**config.mk**
```make
export PLATFORM = sky130hd
export DESIGN_NAME = gpm_top
export DESIGN_NICKNAME = d
export VERILOG_FILES = /design/src/gpm_sync.v /design/src/gpm_xirq.v /design/src/gpm_top.v
export VERILOG_INCLUDE_DIRS = /design/src
export SDC_FILE = /design/constraint.sdc
export NUM_CORES = 1
export LEC_CHECK = 0
export BUFFER_PORTS_ARGS = -buffer_cell sky130_fd_sc_hd__buf_4
export CORE_MARGIN = 2
export CORE_UTILIZATION = 46
export CTS_CLUSTER_DIAMETER = 120
export CTS_CLUSTER_SIZE = 24
export DETAILED_ROUTE_END_ITERATION = 6
export PLACE_DENSITY = 0.81
export SYNTH_ARGS = -nofsm -noshare
export SYNTH_HDL_FRONTEND = slang
export SYNTH_SLANG_ARGS = --single-unit
```
**constraint.sdc**
```tcl
create_clock -name pclk -period 1.63 [get_ports pclk]
set_clock_uncertainty 0.1 [all_clocks]
set_input_delay 0.0815 -clock pclk [delete_from_list [all_inputs] [get_ports pclk]]
set_output_delay 0.0815 -clock pclk [all_outputs]
set_load 0.005 [all_outputs]
```
**src/gpm_map.vh**
```
// register offsets, field codes and reset values for the pin mux block
`ifndef GPM_MAP_VH
`define GPM_MAP_VH

// pin count and groups
`define GPM_NPINS       31
`define GPM_NGROUPS     7
`define GPM_GRP_STRIDE  8'h10
`define GPM_GRP0_BASE   5'd0
`define GPM_GRP0_WIDTH  5'd5
`define GPM_GRP1_BASE   5'd5
`define GPM_GRP1_WIDTH  5'd2
`define GPM_GRP2_BASE   5'd7
`define GPM_GRP2_WIDTH  5'd10
`define GPM_GRP4_BASE   5'd17
`define GPM_GRP4_WIDTH  5'd1
`define GPM_GRP5_BASE   5'd18
`define GPM_GRP5_WIDTH  5'd13

// per-group register offsets within a group block
`define GPM_OFS_FUNC_SEL  4'h0
`define GPM_OFS_DIR       4'h4
`define GPM_OFS_DATA_OUT  4'h8
`define GPM_OFS_DATA_IN   4'hc

// external interrupt registers
`define GPM_ADDR_IRQ_MODE   8'h80
`define GPM_ADDR_IRQ_FLAGS  8'h84
`define GPM_ADDR_IRQ_CLEAR  8'h88
`define GPM_ADDR_IRQ_ENABLE 8'h8c

// function select codes
`define GPM_FN_GPIO  2'h0
`define GPM_FN_ALT1  2'h1
`define GPM_FN_ALT2  2'h2
`define GPM_FN_ALT3  2'h3

// trigger modes
`define GPM_TRIG_LOW   2'h0
`define GPM_TRIG_HIGH  2'h1
`define GPM_TRIG_RISE  2'h2
`define GPM_TRIG_FALL  2'h3

// interrupt pins and their select code
`define GPM_IRQ_TWO_PIN    5'd0
`define GPM_IRQ_THREE_PIN  5'd17
`define GPM_IRQ_FN         2'h2

// reset values
`define GPM_RST_FUNC_SEL  62'h0
`define GPM_RST_DIR       31'h0
`define GPM_RST_DATA_OUT  31'h0
`define GPM_RST_IRQ_MODE  4'h0
`define GPM_RST_IRQ_EN    2'h0

`endif

```
**src/gpm_sync.v**
```verilog
// two-flop synchroniser for a bus of independent levels
`timescale 1ns/1ns
module gpm_sync #(
	parameter WIDTH = 31
) (
	// clock and reset
	input  wire             pclk,
	input  wire             presetn,
	// levels
	input  wire [WIDTH-1:0] async_in,
	output reg  [WIDTH-1:0] sync_out
);
	reg [WIDTH-1:0] meta;

	always @(posedge pclk or negedge presetn) begin
		if (!presetn) begin
			meta     <= {WIDTH{1'b0}};
			sync_out <= {WIDTH{1'b0}};
		end else begin
			meta     <= async_in;
			sync_out <= meta;
		end
	end
endmodule // gpm_sync

```
**src/gpm_xirq.v**
```verilog
// trigger detector for one external interrupt input
`include "gpm_map.vh"
`timescale 1ns/1ns
module gpm_xirq (
	// clock and reset
	input  wire       pclk,
	input  wire       presetn,
	// synchronised pin level and control
	input  wire       level,
	input  wire       active,
	input  wire [1:0] mode,
	// trigger seen this cycle
	output reg        hit
);
	reg prev;

	// prev follows the pin even when inactive so selection adds no edge
	always @(posedge pclk or negedge presetn) begin
		if (!presetn) begin
			prev <= 1'b0;
		end else begin
			prev <= level;
		end
	end

	always @* begin
		hit = 1'b0;
		if (active) begin
			case (mode)
				`GPM_TRIG_LOW:  hit = ~level;
				`GPM_TRIG_HIGH: hit = level;
				`GPM_TRIG_RISE: hit = level & ~prev;
				`GPM_TRIG_FALL: hit = ~level & prev;
				default:        hit = 1'b0;
			endcase
		end
	end
endmodule // gpm_xirq

```
**src/gpm_top.v**
```verilog
// pin function multiplexer with general I/O and external interrupt sources
`include "gpm_map.vh"
`timescale 1ns/1ns
// Notes on behaviour
// - thirty-one pins are provided, each able to carry several functions.
// - every group's pin usage is set by software through registers.
// - a pin with no alternate function selected works as plain input/output.
// - both external interrupt inputs, on pin 0 and on the bus-wait pin, drive one shared request.
// - each external interrupt triggers on low level, high level, rising or falling edge.
// - a readable flag register tells software which external input raised the request.
// - pins form seven groups of 5, 2, 10, none, 1, 13 and none.
// - each pin chooses general I/O or one of up to three alternate functions.
module gpm_top (
	// apb slave
	input  wire        pclk,
	input  wire        presetn,
	input  wire        psel,
	input  wire        penable,
	input  wire        pwrite,
	input  wire [7:0]  paddr,
	input  wire [31:0] pwdata,
	output reg  [31:0] prdata,
	output wire        pready,
	output reg         pslverr,
	// pins
	input  wire [30:0] pin_in,
	output reg  [30:0] pin_out,
	output reg  [30:0] pin_oe,
	// alternate function units
	input  wire [30:0] alt1_out,
	input  wire [30:0] alt1_oe,
	input  wire [30:0] alt2_out,
	input  wire [30:0] alt2_oe,
	input  wire [30:0] alt3_out,
	input  wire [30:0] alt3_oe,
	output wire [30:0] pin_func_in,
	output reg  [61:0] pin_func_sel,
	// shared external interrupt request
	output wire        ext_irq_req
);
	// control state
	reg  [61:0] func_sel;
	reg  [30:0] dir;
	reg  [30:0] data_out;
	reg  [3:0]  irq_mode;
	reg  [1:0]  irq_enable;
	reg  [1:0]  ext_irq_source_flags;
	wire [30:0] pin_sync;
	wire        hit_two;
	wire        hit_three;
	wire        sel_two;
	wire        sel_three;

	// bus decode
	wire        wr_req;
	wire        rd_setup;
	wire [2:0]  grp;
	wire [3:0]  ofs;
	wire        grp_area;
	wire        grp_valid;
	reg  [31:0] rd_data;
	reg         rd_hit;
	reg  [61:0] next_func_sel;
	reg  [30:0] next_dir;
	reg  [30:0] next_data_out;
	integer     i;
	integer     j;
	integer     k;

	// group of a flat pin index
	function [2:0] pin_grp;
		input [4:0] p;
		begin
			if (p < `GPM_GRP1_BASE)
				pin_grp = 3'd0;
			else if (p < `GPM_GRP2_BASE)
				pin_grp = 3'd1;
			else if (p < `GPM_GRP4_BASE)
				pin_grp = 3'd2;
			else if (p < `GPM_GRP5_BASE)
				pin_grp = 3'd4;
			else
				pin_grp = 3'd5;
		end
	endfunction

	// position of a flat pin inside its group
	function [3:0] pin_pos;
		input [4:0] p;
		reg   [4:0] b;
		begin
			case (pin_grp(p))
				3'd0:    b = `GPM_GRP0_BASE;
				3'd1:    b = `GPM_GRP1_BASE;
				3'd2:    b = `GPM_GRP2_BASE;
				3'd4:    b = `GPM_GRP4_BASE;
				default: b = `GPM_GRP5_BASE;
			endcase
			pin_pos = p[3:0] - b[3:0];
		end
	endfunction

	// groups 3 and 6 have no pins
	function grp_exists;
		input [2:0] g;
		begin
			grp_exists = (g != 3'd3) && (g != 3'd6) && (g != 3'd7);
		end
	endfunction

	assign pready    = 1'b1;
	assign wr_req    = psel & penable & pwrite;
	assign rd_setup  = psel & ~penable;
	assign grp       = paddr[6:4];
	assign ofs       = paddr[3:0];
	assign grp_area  = (paddr[7] == 1'b0) && (grp < 3'd7);
	assign grp_valid = grp_area && grp_exists(grp);

	// writes into pin registers, scattered from group words to flat pins
	always @* begin
		next_func_sel = func_sel;
		next_dir      = dir;
		next_data_out = data_out;
		if (wr_req && grp_valid) begin
			for (i = 0; i < `GPM_NPINS; i = i + 1) begin
				if (pin_grp(i[4:0]) == grp) begin
					case (ofs)
						`GPM_OFS_FUNC_SEL: next_func_sel[2*i +: 2] = pwdata[2*pin_pos(i[4:0]) +: 2];
						`GPM_OFS_DIR:      next_dir[i] = pwdata[pin_pos(i[4:0])];
						`GPM_OFS_DATA_OUT: next_data_out[i] = pwdata[pin_pos(i[4:0])];
						default:           next_dir[i] = dir[i];
					endcase
				end
			end
		end
	end

	always @(posedge pclk or negedge presetn) begin
		if (!presetn) begin
			func_sel   <= `GPM_RST_FUNC_SEL;
			dir        <= `GPM_RST_DIR;
			data_out   <= `GPM_RST_DATA_OUT;
			irq_mode   <= `GPM_RST_IRQ_MODE;
			irq_enable <= `GPM_RST_IRQ_EN;
		end else begin
			func_sel <= next_func_sel;
			dir      <= next_dir;
			data_out <= next_data_out;
			if (wr_req && paddr == `GPM_ADDR_IRQ_MODE)
				irq_mode <= pwdata[3:0];
			if (wr_req && paddr == `GPM_ADDR_IRQ_ENABLE)
				irq_enable <= pwdata[1:0];
		end
	end

	// read mux, gathered from flat pins into group words
	always @* begin
		rd_data = 32'h0;
		rd_hit  = 1'b0;
		if (grp_area && paddr[1:0] == 2'b00) begin
			// reserved groups answer with an error
			rd_hit = grp_exists(grp);
			if (grp_exists(grp)) begin
				for (j = 0; j < `GPM_NPINS; j = j + 1) begin
					if (pin_grp(j[4:0]) == grp) begin
						case (ofs)
							`GPM_OFS_FUNC_SEL: rd_data[2*pin_pos(j[4:0]) +: 2] = func_sel[2*j +: 2];
							`GPM_OFS_DIR:      rd_data[pin_pos(j[4:0])] = dir[j];
							`GPM_OFS_DATA_OUT: rd_data[pin_pos(j[4:0])] = data_out[j];
							`GPM_OFS_DATA_IN:  rd_data[pin_pos(j[4:0])] = pin_sync[j];
							default:           rd_data[pin_pos(j[4:0])] = 1'b0;
						endcase
					end
				end
			end
		end else begin
			case (paddr)
				`GPM_ADDR_IRQ_MODE: begin
					rd_hit  = 1'b1;
					rd_data = {28'h0, irq_mode};
				end
				`GPM_ADDR_IRQ_FLAGS: begin
					rd_hit  = 1'b1;
					rd_data = {30'h0, ext_irq_source_flags};
				end
				`GPM_ADDR_IRQ_CLEAR: begin
					rd_hit  = 1'b1;
					rd_data = 32'h0;
				end
				`GPM_ADDR_IRQ_ENABLE: begin
					rd_hit  = 1'b1;
					rd_data = {30'h0, irq_enable};
				end
				default: begin
					rd_hit  = 1'b0;
					rd_data = 32'h0;
				end
			endcase
		end
	end

	// answer prepared in the setup cycle so it comes from flops
	always @(posedge pclk or negedge presetn) begin
		if (!presetn) begin
			prdata  <= 32'h0;
			pslverr <= 1'b0;
		end else if (rd_setup) begin
			prdata  <= pwrite ? 32'h0 : rd_data;
			pslverr <= ~rd_hit;
		end
	end

	// pin inputs cross into the bus clock
	gpm_sync #(
		.WIDTH(`GPM_NPINS)
	) u_sync (
		.pclk    (pclk),
		.presetn (presetn),
		.async_in(pin_in),
		.sync_out(pin_sync)
	);

	assign pin_func_in = pin_sync;

	// output mux per pin
	always @(posedge pclk or negedge presetn) begin
		if (!presetn) begin
			pin_out      <= 31'h0;
			pin_oe       <= 31'h0;
			pin_func_sel <= `GPM_RST_FUNC_SEL;
		end else begin
			pin_func_sel <= func_sel;
			for (k = 0; k < `GPM_NPINS; k = k + 1) begin
				case (func_sel[2*k +: 2])
					`GPM_FN_GPIO: begin
						pin_out[k] <= data_out[k];
						pin_oe[k]  <= dir[k];
					end
					`GPM_FN_ALT1: begin
						pin_out[k] <= alt1_out[k];
						pin_oe[k]  <= alt1_oe[k];
					end
					`GPM_FN_ALT2: begin
						pin_out[k] <= alt2_out[k];
						pin_oe[k]  <= alt2_oe[k] && k != `GPM_IRQ_TWO_PIN && k != `GPM_IRQ_THREE_PIN;
					end
					default: begin
						pin_out[k] <= alt3_out[k];
						pin_oe[k]  <= alt3_oe[k];
					end
				endcase
			end
		end
	end

	// external interrupt sources live only while their function is selected
	assign sel_two   = func_sel[2*`GPM_IRQ_TWO_PIN +: 2] == `GPM_IRQ_FN;
	assign sel_three = func_sel[2*`GPM_IRQ_THREE_PIN +: 2] == `GPM_IRQ_FN;

	gpm_xirq u_irq_two (
		.pclk   (pclk),
		.presetn(presetn),
		.level  (pin_sync[`GPM_IRQ_TWO_PIN]),
		.active (sel_two),
		.mode   (irq_mode[1:0]),
		.hit    (hit_two)
	);

	gpm_xirq u_irq_three (
		.pclk   (pclk),
		.presetn(presetn),
		.level  (pin_sync[`GPM_IRQ_THREE_PIN]),
		.active (sel_three),
		.mode   (irq_mode[3:2]),
		.hit    (hit_three)
	);

	// sticky flags, a new hit beats a clear in the same cycle
	always @(posedge pclk or negedge presetn) begin
		if (!presetn) begin
			ext_irq_source_flags <= 2'h0;
		end else begin
			ext_irq_source_flags <= (ext_irq_source_flags
				& ~((wr_req && paddr == `GPM_ADDR_IRQ_CLEAR) ? pwdata[1:0] : 2'h0))
				| {hit_three, hit_two};
		end
	end

	assign ext_irq_req = |(ext_irq_source_flags & irq_enable);
endmodule // gpm_top

```
==> results.sh <==
export IMPL_fmax_ghz=0.575
export IMPL_clock_sinks=347
export IMPL_synth_cell_types=62
export IMPL_clock_latency_ns=0.52
export IMPL_grt_usage_pct=32.3
export IMPL_io_pins=452
export IMPL_clockPowerShare_pct=30.4
export IMPL_multi_input_area_um2=4970
export IMPL_fin_crit_ns=1.74
export IMPL_drcViolationCount=0
export IMPL_num_vias=11300
export IMPL_worst_r2r_path_depth=5
export IMPL_fin_ws_ns=-0.110
export IMPL_ant_nets=0
export IMPL_comb_power_share_pct=13.6
export IMPL_syn_inst=857
export IMPL_grt_antenna_before_repair=2
export IMPL_numCtsBuffers=18
export IMPL_timing_rr_start="dir[1]$_DFFE_PN0P_"
export IMPL_p_per_area_nw_per_um2=737
export IMPL_violations="setup timing"
export IMPL_path_buf_inv=0
export IMPL_die_area_um2=31600
export IMPL_path_cells="or4bb_1, a211oi_2, a211oi_1, o32a_1, o211ai_1"
export IMPL_switchingPower_mw=3.75
export IMPL_hpwl_um=35100
export IMPL_critical_path_slowest_cell="or4bb_1"
export IMPL_mostFrequentLayoutCell="buf_4"
export IMPL_rsz0062_at_grt="yes"
export IMPL_max_stage_delay_ns=0.43
export IMPL_cts_htree_levels=1
export IMPL_dp_cells=1771
export IMPL_synth_seq_cells=347
export IMPL_start_util_pct=46.7
export IMPL_synth_main_ff_cell="dfrtp_1"
export IMPL_grt_pass1_wl_um=75000
export IMPL_synthToLayoutAreaGrowth_pct=55.7
export IMPL_clock_path_buffers=3
export IMPL_die_w_um=178
export IMPL_die_h_um=178
export IMPL_num_rows=63
export IMPL_cp_required_ns=1.98
export IMPL_vdd_drop_max_uv=702
export IMPL_yosysWarnings=0
export IMPL_finalNetCount=1911
export IMPL_outcome="finished with violations"
export IMPL_clock_root_buffer="clkbuf_16"
export IMPL_final_hold_viol_count=0
export IMPL_fin_crit_sh_pct=107
export IMPL_core_area_um2=29700
export IMPL_power_leakage_nw=10.8
export IMPL_finalInstanceArea_um2=21600
export IMPL_critPathKind="reg2reg"
export IMPL_grt_pass1_vias=12500
export IMPL_drv_cap=0
export IMPL_seq_power_share_pct=56.0
export IMPL_hp_class="in2reg"
export IMPL_overflow=0
export IMPL_yosysSeqAreaShare_pct=62.5
export IMPL_critPathArrivalTime_ns=2.09
export IMPL_nFillCells=1807
export IMPL_p_sw_share_pct=23.5
export IMPL_synth_edff_count=0
export IMPL_synth_area_um2=13900
export IMPL_worst_hold_path_endpoint="prdata[1]$_DFFE_PN0P_"
export IMPL_path_delay_family="compound AO/OA/AOI/OAI gates"
export IMPL_first_pass_iters=7
export IMPL_rr_endpoint="prdata[1]$_DFFE_PN0P_"
export IMPL_placed_area_um2=18600
export IMPL_final_cell_mix="554 x buf_4, 346 x dfrtp_1, 247 x dlygate4sd3_1, 104 x mux2_2, 73 x mux4_2"
export IMPL_syn_area_per_cell_um2=16.2
export IMPL_layout_cells_non_filler=2041
export IMPL_whs_path_depth=5
export IMPL_cp_max_fo=2
export IMPL_port_buffer_count=436
export IMPL_dr_first_iter_drc_count=759
export IMPL_cts_clk_slew_worst_paths_ns=0.10
export IMPL_wl_per_cell_um=25.1
export IMPL_viasPerCell=5.54
export IMPL_setup_viol=2
export IMPL_cts_tree="yes"
export IMPL_final_max_slew_violation_count=0
export IMPL_end_kind="flip-flop"
export IMPL_wirelength_um=51200
export IMPL_rrSetupSlack_ns=-0.11
export IMPL_p_int_mw=12.2
export IMPL_startpoint_type="flip-flop"
export IMPL_layout_drive_gt1_share_pct=49.6
export IMPL_register_area_um2=8680
export IMPL_async_flop_share_pct=100
export IMPL_gp_congestion=0.923
export IMPL_hold_start="paddr[6]"
export IMPL_grt_max_degree=64
-- cells by family (layout without fill, tap and decap cells) --
group	after synthesis	after routing	synth area share (%)
flops	347	347	62.5
mux	228	228	24.8
buf+inv	55	842	2.34
compound gates	112	112	5.76
fa+ha+maj	1	1	0.0721
simple gates	112	112	4.48
other cells	2	9	0.0541
-- synthesized netlist by cell type (all sizes together), types with 4 or more instances --
cell      n  area, µm²
a21oi    14       70.1
a22o     11       96.3
a22oi    19        143
a32o      5       50.1
buf      31        235
clkbuf   20       75.1
dfrtp   347       8680
inv       4       15.0
mux2    135       1600
mux2i    20        200
mux4     73       1640
nand2    45        200
nand2b    9       56.3
nand3     7       35.0
nand4     4       25.0
nor2     22        106
nor3      8       60.1
o211ai    6       45.0
o21ai    18       90.1
o22ai     8       50.1
o31ai     4       30.0
-- worst register-to-register path, cell delays in order, from the launching register on --
cell and delay, ns:
dfrtp_1 0.35, or4bb_1 0.43, a211oi_2 0.19, a211oi_1 0.08, o32a_1 0.34, o211ai_1 0.17
-- registers in the layout, indices dropped and copies added (netlist names) --
register,flops
pslverr,1
u_sync.meta,31
pin_out,31
irq_mode,4
pin_oe,31
prdata,26
ext_irq_source_flags,2
u_sync.sync_out,31
dir,31
u_irq_two.prev,1
func_sel,62
u_irq_three.prev,1
data_out,31
irq_enable,2
pin_func_sel,62
-- power groups by stage --
stage          Sequential, mW  Combinational [mW]  Clock, mW
2_1_floorplan            9.07               0.434          0
3_3_place_gp             9.09                1.59          0
3_5_place_dp             9.10                1.62          0
4_1_cts                  8.93                2.11       4.95
5_1_grt                  8.96                2.29       5.22
6_report                 8.93                2.16       4.85
-- final cells by class --
type                       count  share of cell area (%)
timing repair buffer         818                    32.2
multi-input combinational    460                    23.0
clock inverter                 1                  0.0752
inverter                       4                  0.0694
antenna                        2                  0.0231
clock buffer                  19                    2.20
sequential                   347                    40.2
tap                          390                    2.26
-- worst max path at each step --
stage                             from                       end  slack (ns)  depth (start not counted)
floorplan                     paddr[1]  func_sel[42]$_DFFE_PN0P_       -0.13                          7
global placement              paddr[1]  func_sel[58]$_DFFE_PN0P_       -0.24                          5
detailed placement            paddr[1]  func_sel[47]$_DFFE_PN0P_       -0.28                          5
CTS                 dir[1]$_DFFE_PN0P_     prdata[1]$_DFFE_PN0P_       -0.11                          5
global route        dir[1]$_DFFE_PN0P_     prdata[1]$_DFFE_PN0P_       -0.17                          5
finish              dir[1]$_DFFE_PN0P_     prdata[1]$_DFFE_PN0P_       -0.11                          5
-- metrics by stage --
step | util (%) | power, mW | setup slack [ns] | hold slack, ns | setup TNS, ns
final | 72.8 | 15.9 | -0.110 | 0.0342 | -0.175
after CTS | 72.7 | 16.0 | -0.108 | 0.0149 | -0.209
after global placement | 62.7 | 10.7 | -0.244 | -0.0826 | -18.77
after global routing | 72.8 | 16.5 | -0.170 | 0.0602 | -0.347
after detailed placement | 62.7 | 10.7 | -0.275 | -0.0836 | -21.42
after floorplan | - | 9.51 | -0.130 | -0.314 | -5.47
-- repair_timing --
item                                    CTS  global route
hold buffers                            247             0
endpoints found under the hold margin   576             0
endpoints found under the setup margin    3            10
pin swaps                                 3             5
gates resized for setup                   1             7
buffers inserted                          1             1
-- routing by layer --
layer / wire length [µm] / vias up / share of wire, % / GRT usage (%)
met1: 19200 / 5797 / 37 / 39.3
met5: 0 / - / 0 / 0
li1: - / 4769 / - / -
met4: 2290 / 0 / 4.5 / 14.1
met2: 26000 / 587 / 51 / 55.5
met3: 3770 / 145 / 7.3 / 7.11
No activity file was read; power rests on OpenSTA's default activity.
